--- config.mk ---
export PLATFORM = sky130hd
export DESIGN_NAME = dsf_status_flags
export DESIGN_NICKNAME = d
export VERILOG_FILES = /design/src/shared/dsf_pkg.sv /design/src/hw/dsf_status_flags.sv
export SDC_FILE = /design/constraint.sdc
export NUM_CORES = 1
export LEC_CHECK = 0
export BUFFER_PORTS_ARGS = -buffer_cell sky130_fd_sc_hd__buf_2
export CORE_MARGIN = 3
export CORE_UTILIZATION = 35
export CTS_CLUSTER_SIZE = 10
export DETAILED_ROUTE_END_ITERATION = 8
export HOLD_SLACK_MARGIN = 0.12
export PLACE_DENSITY_LB_ADDON = 0.12
export SYNTH_ARGS = -nofsm -noshare
export SYNTH_HDL_FRONTEND = slang
export SYNTH_HIERARCHICAL = 1
export SYNTH_SLANG_ARGS = --single-unit
--- constraint.sdc ---
create_clock -name pclk -period 11 [get_ports pclk]
set_clock_uncertainty 0.15 [all_clocks]
set_input_delay 2.2 -clock pclk [delete_from_list [all_inputs] [get_ports pclk]]
set_output_delay 2.2 -clock pclk [all_outputs]
set_load 0.05 [all_outputs]
--- src/shared/dsf_pkg.sv ---
// constants, register map and carrier types of the drive status flag block
package dsf_pkg;

   localparam int DATA_W = 32;
   localparam int WORD_W = 16;
   localparam int POS_W = 32;
   localparam int ADDR_W = 10;
   localparam int IDX_W = 8;
   localparam int SYNC_STAGES = 3;

   // register indices; the byte address is four times the index
   localparam logic [IDX_W-1:0] IDX_STATUS = 8'h00;
   localparam logic [IDX_W-1:0] IDX_IRQ_STAT = 8'h01;
   localparam logic [IDX_W-1:0] IDX_IRQ_MASK = 8'h02;

   // status word bit positions
   localparam int ST_REACHED = 0;
   localparam int ST_DRAG = 1;
   localparam int ST_KEY_REV = 2;
   localparam int ST_KEY_FWD = 3;
   localparam int ST_POWER = 4;
   localparam int ST_BITS = 5;
   localparam logic [ST_BITS-1:0] IRQ_MASK_RST = 5'h00;

   // motor supply window, threshold held in tenths of a volt
   localparam int VOLT_MAX_V = 30;
   localparam int VOLT_STEP_MV = 100;
   localparam logic [WORD_W-1:0] VOLT_MAX_CODE = WORD_W'(VOLT_MAX_V * 1000 / VOLT_STEP_MV);

   // parameter set: 0 position window, 1..11 motion set, 12 supply threshold
   localparam int NPARAM = 13;
   localparam int P_WINDOW = 0;
   localparam int P_MAX_CCW = 3;
   localparam int P_MAX_CW = 4;
   localparam int P_UMOT = 12;
   localparam logic [NPARAM-1:0][IDX_W-1:0] PARAM_IDX = {
      8'h68, 8'h4f, 8'h4e, 8'h4d, 8'h4c, 8'h48, 8'h47,
      8'h45, 8'h44, 8'h43, 8'h42, 8'h3e, 8'h38};
   localparam logic [NPARAM-1:0][WORD_W-1:0] PARAM_RST = {
      16'h00b9, 16'h001e, 16'h003c, 16'h0064, 16'h007d, 16'h0258, 16'h0258,
      16'h0050, 16'h00e6, 16'h00e6, 16'h00e6, 16'h0004, 16'h000a};

   typedef logic [NPARAM-1:0][WORD_W-1:0] dsf_param_t;

   // events and levels from the motion core, same clock
   typedef struct packed {
      logic target_load;
      logic target_ok;
      logic [POS_W-1:0] target_pos;
      logic [POS_W-1:0] actual_pos;
      logic arrived;
      logic ref_done;
      logic standstill;
      logic readjust_en;
      logic manual_start;
      logic run_cmd;
      logic accel_done;
      logic dir_cw;
      logic [WORD_W-1:0] speed_now;
      logic [WORD_W-1:0] motor_volt;
   } dsf_motion_s;

   function automatic logic [POS_W-1:0] dsf_absdiff(input logic [POS_W-1:0] a,
                                                    input logic [POS_W-1:0] b);
      logic signed [POS_W:0] d;
      d = $signed({a[POS_W-1], a}) - $signed({b[POS_W-1], b});
      if (d < 0) begin
         d = -d;
      end
      return d[POS_W-1:0];
   endfunction

endpackage

--- src/hw/dsf_status_flags.sv ---
// status word flags, motion parameter set and apb register file of the drive
//
// How it works
// - set reached flag on successful arrival
// - after reference loop, set if actual equals target
// - displaced at standstill, readjusted within window: set
// - new target beyond window clears reached flag
// - manual run, invalid target, hand turning clear
// - below max speed after acceleration sets drag
// - a new run command clears drag error unless drag is detected in the same cycle
// - bit 2 follows reverse jog key input
// - bit 3 follows forward jog key input
// - bit 4 high only between threshold and 30 V
// - separate standstill and end-of-run holding torques, 30/60
// - supply threshold counted in tenths of a volt
`timescale 1ns/10ps

module dsf_status_flags (
   input wire logic pclk,
   input wire logic presetn,
   input wire logic psel,
   input wire logic penable,
   input wire logic pwrite,
   input wire logic [dsf_pkg::ADDR_W-1:0] paddr,
   input wire logic [dsf_pkg::DATA_W-1:0] pwdata,
   output logic [dsf_pkg::DATA_W-1:0] prdata,
   output logic pready,
   output logic pslverr,
   input wire logic key_rev_pin,
   input wire logic key_fwd_pin,
   input wire dsf_pkg::dsf_motion_s motion,
   output dsf_pkg::dsf_param_t param_out,
   output logic [dsf_pkg::ST_BITS-1:0] status_out,
   output logic irq
);
   import dsf_pkg::*;

   // ---------------------------------------------------------------
   // apb decode
   // ---------------------------------------------------------------
   logic [IDX_W-1:0] idx;
   logic setup_phase;
   logic access_done;
   logic wr_done;
   logic rd_done;
   logic hit_status;
   logic hit_irq_stat;
   logic hit_irq_mask;
   logic [NPARAM-1:0] hit_param;
   logic hit_any;
   logic addr_aligned;

   assign idx = paddr[ADDR_W-1:2];
   assign addr_aligned = (paddr[1:0] == 2'b00);
   assign setup_phase = psel & ~penable;
   // pready comes from a flop, so completion is seen one cycle after setup
   assign access_done = psel & penable & pready;
   assign wr_done = access_done & pwrite;
   assign rd_done = access_done & ~pwrite;

   assign hit_status = addr_aligned & (idx == IDX_STATUS);
   assign hit_irq_stat = addr_aligned & (idx == IDX_IRQ_STAT);
   assign hit_irq_mask = addr_aligned & (idx == IDX_IRQ_MASK);

   genvar gi;
   generate
      for (gi = 0; gi < NPARAM; gi++) begin : g_hit
         assign hit_param[gi] = addr_aligned & (idx == PARAM_IDX[gi]);
      end
   endgenerate

   assign hit_any = hit_status | hit_irq_stat | hit_irq_mask | (|hit_param);

   // ---------------------------------------------------------------
   // parameter set
   // ---------------------------------------------------------------
   dsf_param_t param_reg;
   logic [NPARAM-1:0] param_we;

   // upper half of the bus word is dropped, parameters are 16-bit words
   assign param_we = hit_param & {NPARAM{wr_done}};

   // holding torques live in their own words, reset to the smallest model
   always_ff @(posedge pclk or negedge presetn) begin
      if (!presetn) begin
         param_reg <= PARAM_RST;
      end else begin
         for (int k = 0; k < NPARAM; k++) begin
            if (param_we[k]) begin
               param_reg[k] <= pwdata[WORD_W-1:0];
            end
         end
      end
   end

   // ---------------------------------------------------------------
   // jog key inputs: bit 0 reverse, bit 1 forward
   // ---------------------------------------------------------------
   logic [1:0] key_pins;
   logic [1:0] key_reg;
   logic [1:0] key_next;

   assign key_pins = {key_fwd_pin, key_rev_pin};

   // each key pin has its own three-flop filter
   generate
      for (gi = 0; gi < 2; gi++) begin : g_key
         dsf_pin_filter #(
            .STAGES(SYNC_STAGES)
         ) dsf_pin_filter_i (
            .pclk(pclk),
            .presetn(presetn),
            .pin(key_pins[gi]),
            .level_next(key_next[gi]),
            .level_reg(key_reg[gi])
         );
      end
   endgenerate

   // ---------------------------------------------------------------
   // target reached
   // ---------------------------------------------------------------
   logic [POS_W-1:0] target_reg;
   logic [POS_W-1:0] window;
   logic [POS_W-1:0] dist_now;
   logic [POS_W-1:0] dist_new;
   logic at_target;
   logic in_window;
   logic new_far;
   logic valid_load;
   logic invalid_load;
   logic hand_turn;
   logic displaced_reg;
   logic reached_reg;
   logic reached_set;
   logic reached_clr;
   logic reached_next;
   logic displaced_next;

   assign window = {{(POS_W-WORD_W){1'b0}}, param_reg[P_WINDOW]};
   assign dist_now = dsf_absdiff(motion.actual_pos, target_reg);
   assign dist_new = dsf_absdiff(motion.actual_pos, motion.target_pos);
   assign at_target = (motion.actual_pos == target_reg);
   assign in_window = (dist_now <= window);
   assign new_far = (dist_new > window);
   assign valid_load = motion.target_load & motion.target_ok;
   assign invalid_load = motion.target_load & ~motion.target_ok;
   // pushed off the target while stationary
   assign hand_turn = motion.standstill & ~in_window;

   always_ff @(posedge pclk or negedge presetn) begin
      if (!presetn) begin
         target_reg <= '0;
      end else if (valid_load) begin
         target_reg <= motion.target_pos;
      end
   end

   // the arrival strobe is trusted as the success indication
   // a reference loop only counts when it ends on the stored target
   // readjusted back inside the window after a push
   assign reached_set = motion.arrived |
                        (motion.ref_done & at_target) |
                        (displaced_reg & motion.standstill & motion.readjust_en & in_window);

   // far new target manual run, bad target, turning by hand
   assign reached_clr = (valid_load & new_far) |
                        motion.manual_start |
                        invalid_load |
                        hand_turn;

   // a set in the same cycle as a clear wins, so arrival is never lost
   assign reached_next = reached_set | (reached_reg & ~reached_clr);

   // displaced state ends with any new motion request
   assign displaced_next = hand_turn |
                           (displaced_reg & ~(motion.target_load | motion.run_cmd |
                                              motion.manual_start | reached_set));

   // ---------------------------------------------------------------
   // drag error
   // ---------------------------------------------------------------
   logic drag_reg;
   logic drag_next;
   logic [WORD_W-1:0] speed_limit;
   logic drag_set;

   assign speed_limit = motion.dir_cw ? param_reg[P_MAX_CW] : param_reg[P_MAX_CCW];
   // checked once, when the acceleration phase ends
   assign drag_set = motion.accel_done & (motion.speed_now < speed_limit);
   // a run command clears, but a simultaneous detection still shows
   assign drag_next = drag_set | (drag_reg & ~motion.run_cmd);

   // ---------------------------------------------------------------
   // motor supply present
   // ---------------------------------------------------------------
   logic power_reg;
   logic power_next;

   // both sides in tenths of a volt, strict bounds on each
   assign power_next = (motion.motor_volt > param_reg[P_UMOT]) &
                       (motion.motor_volt < VOLT_MAX_CODE);

   // ---------------------------------------------------------------
   // flag registers, updated every cycle
   // ---------------------------------------------------------------
   always_ff @(posedge pclk or negedge presetn) begin
      if (!presetn) begin
         reached_reg <= 1'b0;
         displaced_reg <= 1'b0;
         drag_reg <= 1'b0;
         power_reg <= 1'b0;
      end else begin
         reached_reg <= reached_next;
         displaced_reg <= displaced_next;
         drag_reg <= drag_next;
         power_reg <= power_next;
      end
   end

   logic [ST_BITS-1:0] status_word;
   logic [ST_BITS-1:0] status_next;

   assign status_word[ST_REACHED] = reached_reg;
   assign status_word[ST_DRAG] = drag_reg;
   assign status_word[ST_KEY_REV] = key_reg[0];
   assign status_word[ST_KEY_FWD] = key_reg[1];
   assign status_word[ST_POWER] = power_reg;

   assign status_next[ST_REACHED] = reached_next;
   assign status_next[ST_DRAG] = drag_next;
   assign status_next[ST_KEY_REV] = key_next[0];
   assign status_next[ST_KEY_FWD] = key_next[1];
   assign status_next[ST_POWER] = power_next;

   // ---------------------------------------------------------------
   // interrupt: sticky on any flag change, cleared by reading it
   // ---------------------------------------------------------------
   logic [ST_BITS-1:0] irq_stat_reg;
   logic [ST_BITS-1:0] irq_mask_reg;
   logic [ST_BITS-1:0] irq_event;
   logic [ST_BITS-1:0] irq_stat_next;
   logic irq_clr;
   logic mask_we;

   assign irq_event = status_next ^ status_word;
   assign irq_clr = rd_done & hit_irq_stat;
   assign mask_we = wr_done & hit_irq_mask;
   // an edge landing on the clearing read stays set
   assign irq_stat_next = irq_event | (irq_stat_reg & {ST_BITS{~irq_clr}});

   always_ff @(posedge pclk or negedge presetn) begin
      if (!presetn) begin
         irq_stat_reg <= '0;
         irq_mask_reg <= IRQ_MASK_RST;
         irq <= 1'b0;
      end else begin
         irq_stat_reg <= irq_stat_next;
         if (mask_we) begin
            irq_mask_reg <= pwdata[ST_BITS-1:0];
         end
         irq <= |(irq_stat_next & irq_mask_reg);
      end
   end

   // ---------------------------------------------------------------
   // read mux and apb answer
   // ---------------------------------------------------------------
   logic [DATA_W-1:0] rd_param;
   logic [DATA_W-1:0] rd_mux;

   always_comb begin
      rd_param = '0;
      for (int k = 0; k < NPARAM; k++) begin
         if (hit_param[k]) begin
            rd_param = {{(DATA_W-WORD_W){1'b0}}, param_reg[k]};
         end
      end
   end

   // status is sampled at setup; reading it has no effect
   assign rd_mux = hit_status ? {{(DATA_W-ST_BITS){1'b0}}, status_word} :
                   hit_irq_stat ? {{(DATA_W-ST_BITS){1'b0}}, irq_stat_reg} :
                   hit_irq_mask ? {{(DATA_W-ST_BITS){1'b0}}, irq_mask_reg} :
                   rd_param;

   // one access cycle per transfer; all answers come from flops
   always_ff @(posedge pclk or negedge presetn) begin
      if (!presetn) begin
         pready <= 1'b0;
         pslverr <= 1'b0;
         prdata <= '0;
      end else begin
         pready <= setup_phase;
         pslverr <= setup_phase & ~hit_any;
         if (setup_phase) begin
            prdata <= (pwrite || !hit_any) ? '0 : rd_mux;
         end
      end
   end

   always_ff @(posedge pclk or negedge presetn) begin
      if (!presetn) begin
         param_out <= PARAM_RST;
         status_out <= '0;
      end else begin
         param_out <= param_reg;
         status_out <= status_word;
      end
   end

endmodule

// three-flop filter for one asynchronous pin
module dsf_pin_filter #(
   parameter int STAGES = 3
) (
   input wire logic pclk,
   input wire logic presetn,
   input wire logic pin,
   output logic level_next,
   output logic level_reg
);
   logic [STAGES-1:0] sync_reg;

   // the first flop may be metastable, so only the next one reads it;
   // a change counts once the last two flops agree
   assign level_next = (sync_reg[STAGES-1] == sync_reg[STAGES-2]) ? sync_reg[STAGES-1] :
                       level_reg;

   always_ff @(posedge pclk or negedge presetn) begin
      if (!presetn) begin
         sync_reg <= '0;
         level_reg <= 1'b0;
      end else begin
         sync_reg <= {sync_reg[STAGES-2:0], pin};
         level_reg <= level_next;
      end
   end

endmodule

==> results of run 1 <==
-- layout make-up --
cell class / instances / area share, %
sequential: 494 / 41.6
multi-input combinational: 1598 / 40.2
timing repair buffer: 396 / 6.93
clock buffer: 99 / 5.31
tap: 950 / 3.96
inverter: 126 / 1.57
clock inverter: 7 / 0.437
-- power breakdown --
part	leakage, nW	internal [mW]	switching [mW]	total, mW
Sequential	6.43	1.84	0.0155	1.86
Clock	0.816	1.03	0.757	1.78
Combinational	7.27	0.352	0.614	0.967
Total	14.5	3.22	1.39	4.61
-- cell usage after synthesis (16+ instances only) --
| cell type | instances |
|---|---|
| nor2b_1 | 16 |
| nand4_1 | 45 |
| a21oi_1 | 95 |
| mux2i_1 | 38 |
| a211oi_1 | 18 |
| xor2_1 | 24 |
| a21o_1 | 39 |
| buf_4 | 17 |
| nor4_1 | 20 |
| xnor2_1 | 47 |
| nor2_1 | 110 |
| a22oi_1 | 23 |
| nand2_1 | 177 |
| o22ai_1 | 21 |
| ha_1 | 129 |
| o211ai_1 | 19 |
| o21a_1 | 18 |
| nand2b_1 | 17 |
| o21ai_0 | 108 |
| nor3_1 | 31 |
| a221oi_1 | 22 |
| nand3_1 | 53 |
| clkbuf_1 | 78 |
| dfstp_2 | 100 |
| a22o_1 | 25 |
| dfrtp_1 | 394 |
| mux2_2 | 219 |
| or3_1 | 16 |
| inv_1 | 126 |
| a31oi_1 | 16 |
-- final timing paths --
kind / slack (ps) / end / cells past startpoint / startpoint
hold reg to reg: 200 / g_key[0].dsf_pin_filter_i/sync_reg[1] / 0 / g_key[0].dsf_pin_filter_i/sync_reg[0]
min in group asynchronous: 1460 / param_out[182] / 1 / presetn
setup reg to reg: 4180 / irq_stat_reg[0] / 22 / target_reg[0]
hold / removal: 200 / g_key[0].dsf_pin_filter_i/sync_reg[1] / 0 / g_key[0].dsf_pin_filter_i/sync_reg[0]
setup / recovery: 2480 / irq_stat_reg[0] / 26 / motion[40]
max in group asynchronous: 7790 / status_out[3] / 2 / presetn
-- kinds of logic (layout without fill, tap and decap cells) --
family / after synthesis / count (layout)
muxes: 257 / 257
and+or+nand+nor: 566 / 566
other: 1 / 16
xor gates and xnor gates: 73 / 73
DFF: 494 / 494
AOI/OAI and AO/OA: 553 / 553
buffers and inverters: 236 / 628
adders and majority gates: 133 / 133
-- critical path, stage by stage --
cell and delay [ps]:
buf_2 110, inv_1 80, ha_1 200, fa_1 210, nand2b_1 190, a211oi_2 180
o31ai_1 730, a31oi_1 270, a21oi_1 300, a21o_1 520, o21ai_0 220, xnor2_1 180
ha_1 310, a21oi_1 130, nor2b_1 50, o21ai_0 170, nand2b_1 70, a21oi_1 140
o21ai_0 140, a2111oi_0 620, o21ai_0 270, or4_1 590, a2111oi_2 220, and3_1 350
a2bb2oi_4 210, mux2i_1 200
-- cells in the final DEF (no fill, tap or decap), types with 39 or more instances in the layout --
cell,Yosys,final
xnor2_1,47,47
buf_2,14,369
nand2_1,177,177
ha_1,129,129
nand3_1,53,53
nand4_1,45,45
dfstp_2,100,100
dfrtp_1,394,394
mux2_2,219,219
a21o_1,39,39
a21oi_1,95,95
inv_1,126,126
clkbuf_16,0,57
o21ai_0,108,108
nor2_1,110,108
clkbuf_1,78,41
-- metrics by stage --
step / utilization, % / setup slack [ps]
floorplan: - / 3460
global placement: 39.5 / 1870
detailed placement: 39.5 / 1820
CTS: 41.9 / 2450
global route: 41.9 / 2090
finish: 41.9 / 2480
-- per-layer routing --
metal | vias to the layer above | routed length, microns | part of all wire, % | global-route usage [%]
met5 | - | 27 | 0.031 | 0
met4 | 4 | 2560 | 2.9 | 6.59
met3 | 117 | 4280 | 4.9 | 2.61
met2 | 623 | 43400 | 50 | 39.2
met1 | 10100 | 37300 | 43 | 29.0
li1 | 9210 | - | - | -
==> flow_summary.yaml, run 1 <==
synth:
  synth-seq-cells: 494
  synth-edff-count: 0
  syn_area_per_cell_sq_um: 11.0
  synthAdderAreaFrac_pct: 6.59
  synth.distinct_cells: 102
  synthMuxAreaShare_pct: 11.2
  synth-compound-area-share_pct: 15.6
  ys_seq_area_share_pct: 49.1
  synth_top_family_by_area: "compound AO/OA/AOI/OAI gates"
  synth_xor_area_share_pct: 2.57
  synth_cells: 2313
  yosys_warnings: 6
  yosysTopAreaCellShare_pct: 38.7
  yosysTopAreaCell: "dfrtp_1"
  synth_area_leaders: "dfrtp_1, dfstp_2, mux2_2, ha_1, nand2_1"
  netlist_area_sq_um: 25500
  synthFlopType: "dfrtp_1"
  async_flop_share_pct: 100
  synthSimpleGateAreaFrac_pct: 11.2
drt:
  wl_microns: 87500
  drtIter0Drc: 1310
  drtAntennaViolNets: 0
  drc: 0
  vias: 20000
  wl_per_cell_microns: 23.8
  via_per_inst: 5.46
  drt-pass1-iter-count: 7
global_route:
  grt_pass1_wl_microns: 128000
  track_usage_pct: 22.3
  antenna_found_initial: 7
  grt_pass1_vias: 20200
  grt-ovfl-total: 0
  grt_max_degree: 166
timing:
  slew_violations: 0
  setup_viol: 0
  period_share_pct: 77.4
  rsz0062_at_grt: "false"
  fmax_mhz: 117
  setup_tns_ps: 0
  relSlewSlack_pct: 20.7
  worstMarginPinSlew_ps: 1190
  period_minus_slack_ps: 8520
  hold_viol: 0
  whs_ps: 201
critical_path:
  worstPathRequired_ps: 11380
  arrival_ps: 8900
  start_kind: "input pin"
  end_kind: "flip-flop"
  criticalPathCategory: "input pin to flip-flop"
  cp_max_fo: 17
placement:
  io_buffers: 370
  finalWeightedCongestion: 0.905
  dp_hpwl_microns: 67800
  dpl.cell_count: 3564
  place_area_sq_um: 28300
floorplan:
  die_area_sq_um: 76000
  die_h_microns: 276
  rows: 98
  start_util_pct: 35.5
  die_w_microns: 276
  core_sq_um: 71700
  top_level_ports: 403
status:
  status: "complete, no violations"
cells_and_area:
  fill_cells: 6905
  area_delta_synth_final_pct: 18.0
  final_cell_count_no_fill: 3670
  fin_area_sq_um: 30000
  ff_latch_area_sq_um: 12500
  final_nets: 2959
  multi_input_area_sq_um: 12100
  antennaDiodeCount: 0
  drive_gt1_share_pct: 30.7
clocking:
  cts-root-buf: "clkbuf_16"
  cts_setup_buffers: 0
  insertion_delay_ps: 610
  cts_buffers: 57
  htree_levels: 2
  path_clk_slew_ps: 60
  post_cts_resized: 0
  cts_tree: "yes"
  cts.path.max_buffers: 3
  holdBufCountCts: 0
  cts.sinks: 494
power_and_ir_drop:
  p_leak_nw: 14.5
  irDropWorstVdd_v: 0.000110
  total_power_mw: 4.61
  p_per_area_nw_per_um2: 153
flow_run:
  cap_viol_max_count: 0
worst_hold_path:
  hold_path_class: "flip-flop to flip-flop"
(Power assumes the default switching activity.)
==> run 2: changes to the inputs <==
clock period = 7.26 ns   (was 11 ns; I/O delays follow)
==> run 2 against run 1 <==
  * Core utilization is 1.7 points higher
  * Routed wire length is 2.6% higher
  * Critical path depth is 1 higher
  * Largest power group unchanged
==> flow_summary.yaml, run 2 (synthesis results as in run 1) <==
status:
  status: "complete, no violations"
clocking:
  post_cts_resized: 0
  cts.path.max_buffers: 3
  cts_buffers: 58
  cts.sinks: 494
  cts_setup_buffers: 0
  insertion_delay_ps: 620
  cts-root-buf: "clkbuf_16"
  path_clk_slew_ps: 60
  cts_tree: "yes"
  htree_levels: 2
  holdBufCountCts: 0
placement:
  dpl.cell_count: 3717
  dp_slack_ps: -416
  io_buffers: 370
  finalWeightedCongestion: 0.884
  dp_hpwl_microns: 70700
cells_and_area:
  multi_input_area_sq_um: 12100
  final_cell_count_no_fill: 3828
  fill_cells: 6936
  drive_gt1_share_pct: 34.7
  final_common_cell: "dfrtp_1"
  layout_common_cells: "dfrtp_1, buf_2, mux2_2"
  ff_latch_area_sq_um: 12500
  area_delta_synth_final_pct: 22.9
  final_nets: 3113
drt:
  wl_per_cell_microns: 23.5
  top_layer_used: "met5"
  wl_met2_microns: 45300
  wl_met3_microns: 4640
  drc: 0
  via_per_inst: 5.42
  drtIter0Drc: 1497
  wl_microns: 89800
  vias: 20700
  drtAntennaViolNets: 0
  wl_met1_microns: 37700
  drt-pass1-iter-count: 9
floorplan:
  top_level_ports: 403
  start_util_pct: 35.5
  die_area_sq_um: 76000
  rows: 98
  die_h_microns: 276
  die_w_microns: 276
  core_sq_um: 71700
timing:
  rsz0062_at_grt: "false"
  fmax_mhz: 146
  worstMarginPinSlew_ps: 1020
  period_minus_slack_ps: 6830
  period_share_pct: 94.1
  finalWorstSetupSlack_ps: 427
  slew_violations: 0
  setup_viol: 0
  setup_tns_ps: 0
  hold_viol: 0
  relSlewSlack_pct: 31.9
flow_run:
  cap_viol_max_count: 0
power_and_ir_drop:
  p_per_area_nw_per_um2: 230
  p_switching_mw: 2.16
  intPower_mw: 5.04
  swShare_pct: 29.9
  irDropWorstVdd_v: 0.000179
  p_leak_nw: 15.3
  total_power_mw: 7.20
  combPwrFrac_pct: 22.5
  seq_power_share_pct: 39.1
  clkPwrFrac_pct: 38.3
global_route:
  track_usage_pct: 23.1
  antenna_found_initial: 6
  grt-ovfl-total: 0
  grt_max_degree: 154
  grt_pass1_vias: 21000
  grt_pass1_wl_microns: 133000
critical_path:
  cp_max_fo: 6
  arrival_ps: 7200
  start_kind: "input pin"
  end_kind: "flip-flop"
  worstPathRequired_ps: 7620
  criticalPathCategory: "input pin to flip-flop"
worst_hold_path:
  hold_path_class: "flip-flop to flip-flop"
run 2: cell count changes in the layout (fill, tap and decap cells not counted), moves of 2 or more:
cell,before,now
clkbuf_8,1,3
clkinv_4,0,2
buf_4,24,176
diode_2,0,3
nor4_2,4,6
nor4_1,16,14
run 2: final timing paths:
kind	end	cells after the start	start	slack (ps)
hold / removal	g_key[0].dsf_pin_filter_i/sync_reg[1]	0	g_key[0].dsf_pin_filter_i/sync_reg[0]	200
min in group asynchronous	param_out[136]	1	presetn	680
max in group asynchronous	target_reg[21]	2	presetn	4830
setup reg to reg	displaced_reg	20	target_reg[0]	1330
hold reg to reg	g_key[0].dsf_pin_filter_i/sync_reg[1]	0	g_key[0].dsf_pin_filter_i/sync_reg[0]	200
setup / recovery	irq_stat_reg[0]	27	motion[40]	430
run 2: worst max-delay path, stage by stage:
cell and delay, ps:
buf_2 80, inv_1 50, ha_1 230, fa_1 380
nand2b_1 210, a211oi_2 280, o31ai_2 150, a31oi_2 260
a21oi_1 140, a21o_1 290, buf_12 160, o21ai_0 170
ha_1 270, nor2b_1 130, o21a_1 160, o21a_1 160
o21a_1 160, o21ai_0 170, a21oi_1 90, a2111oi_0 340
buf_4 180, o21ai_0 130, or4_1 590, a2111oi_2 230
and3_2 320, a2bb2oi_4 190, mux2i_1 190
run 2: cell type report:
| class | count | area share (%) |
|---|---|---|
| sequential | 494 | 39.9 |
| tap | 950 | 3.80 |
| multi-input combinational | 1598 | 38.7 |
| antenna | 3 | 0.0240 |
| timing repair buffer | 549 | 10.4 |
| inverter | 126 | 1.51 |
| clock inverter | 7 | 0.424 |
| clock buffer | 101 | 5.25 |
run 2: routing by layer:
metal	global-route usage [%]	vias up
met2	41.3	646
met1	30.0	10500
met4	6.09	2
met3	2.32	118
met5	0	-
li1	-	9510
run 2: per-stage QoR:
| step | util [%] | hold WS (ps) | instance area (sq um) |
|---|---|---|---|
| after floorplan | - | 181 | 25500 |
| after global placement | 41.1 | 188 | 29500 |
| after detailed placement | 41.1 | 189 | 29500 |
| after CTS | 43.6 | 200 | 31300 |
| after global routing | 43.6 | 204 | 31300 |
| final | 43.6 | 196 | 31300 |
run 2: power groups by stage:
stage	registers [mW]	logic, mW	clock network [mW]
final	2.82	1.62	2.76
after CTS	2.82	1.62	2.83
after floorplan	2.87	1.04	0
after global routing	2.82	1.81	2.95
after global placement	2.86	1.58	0
after detailed placement	2.86	1.61	0
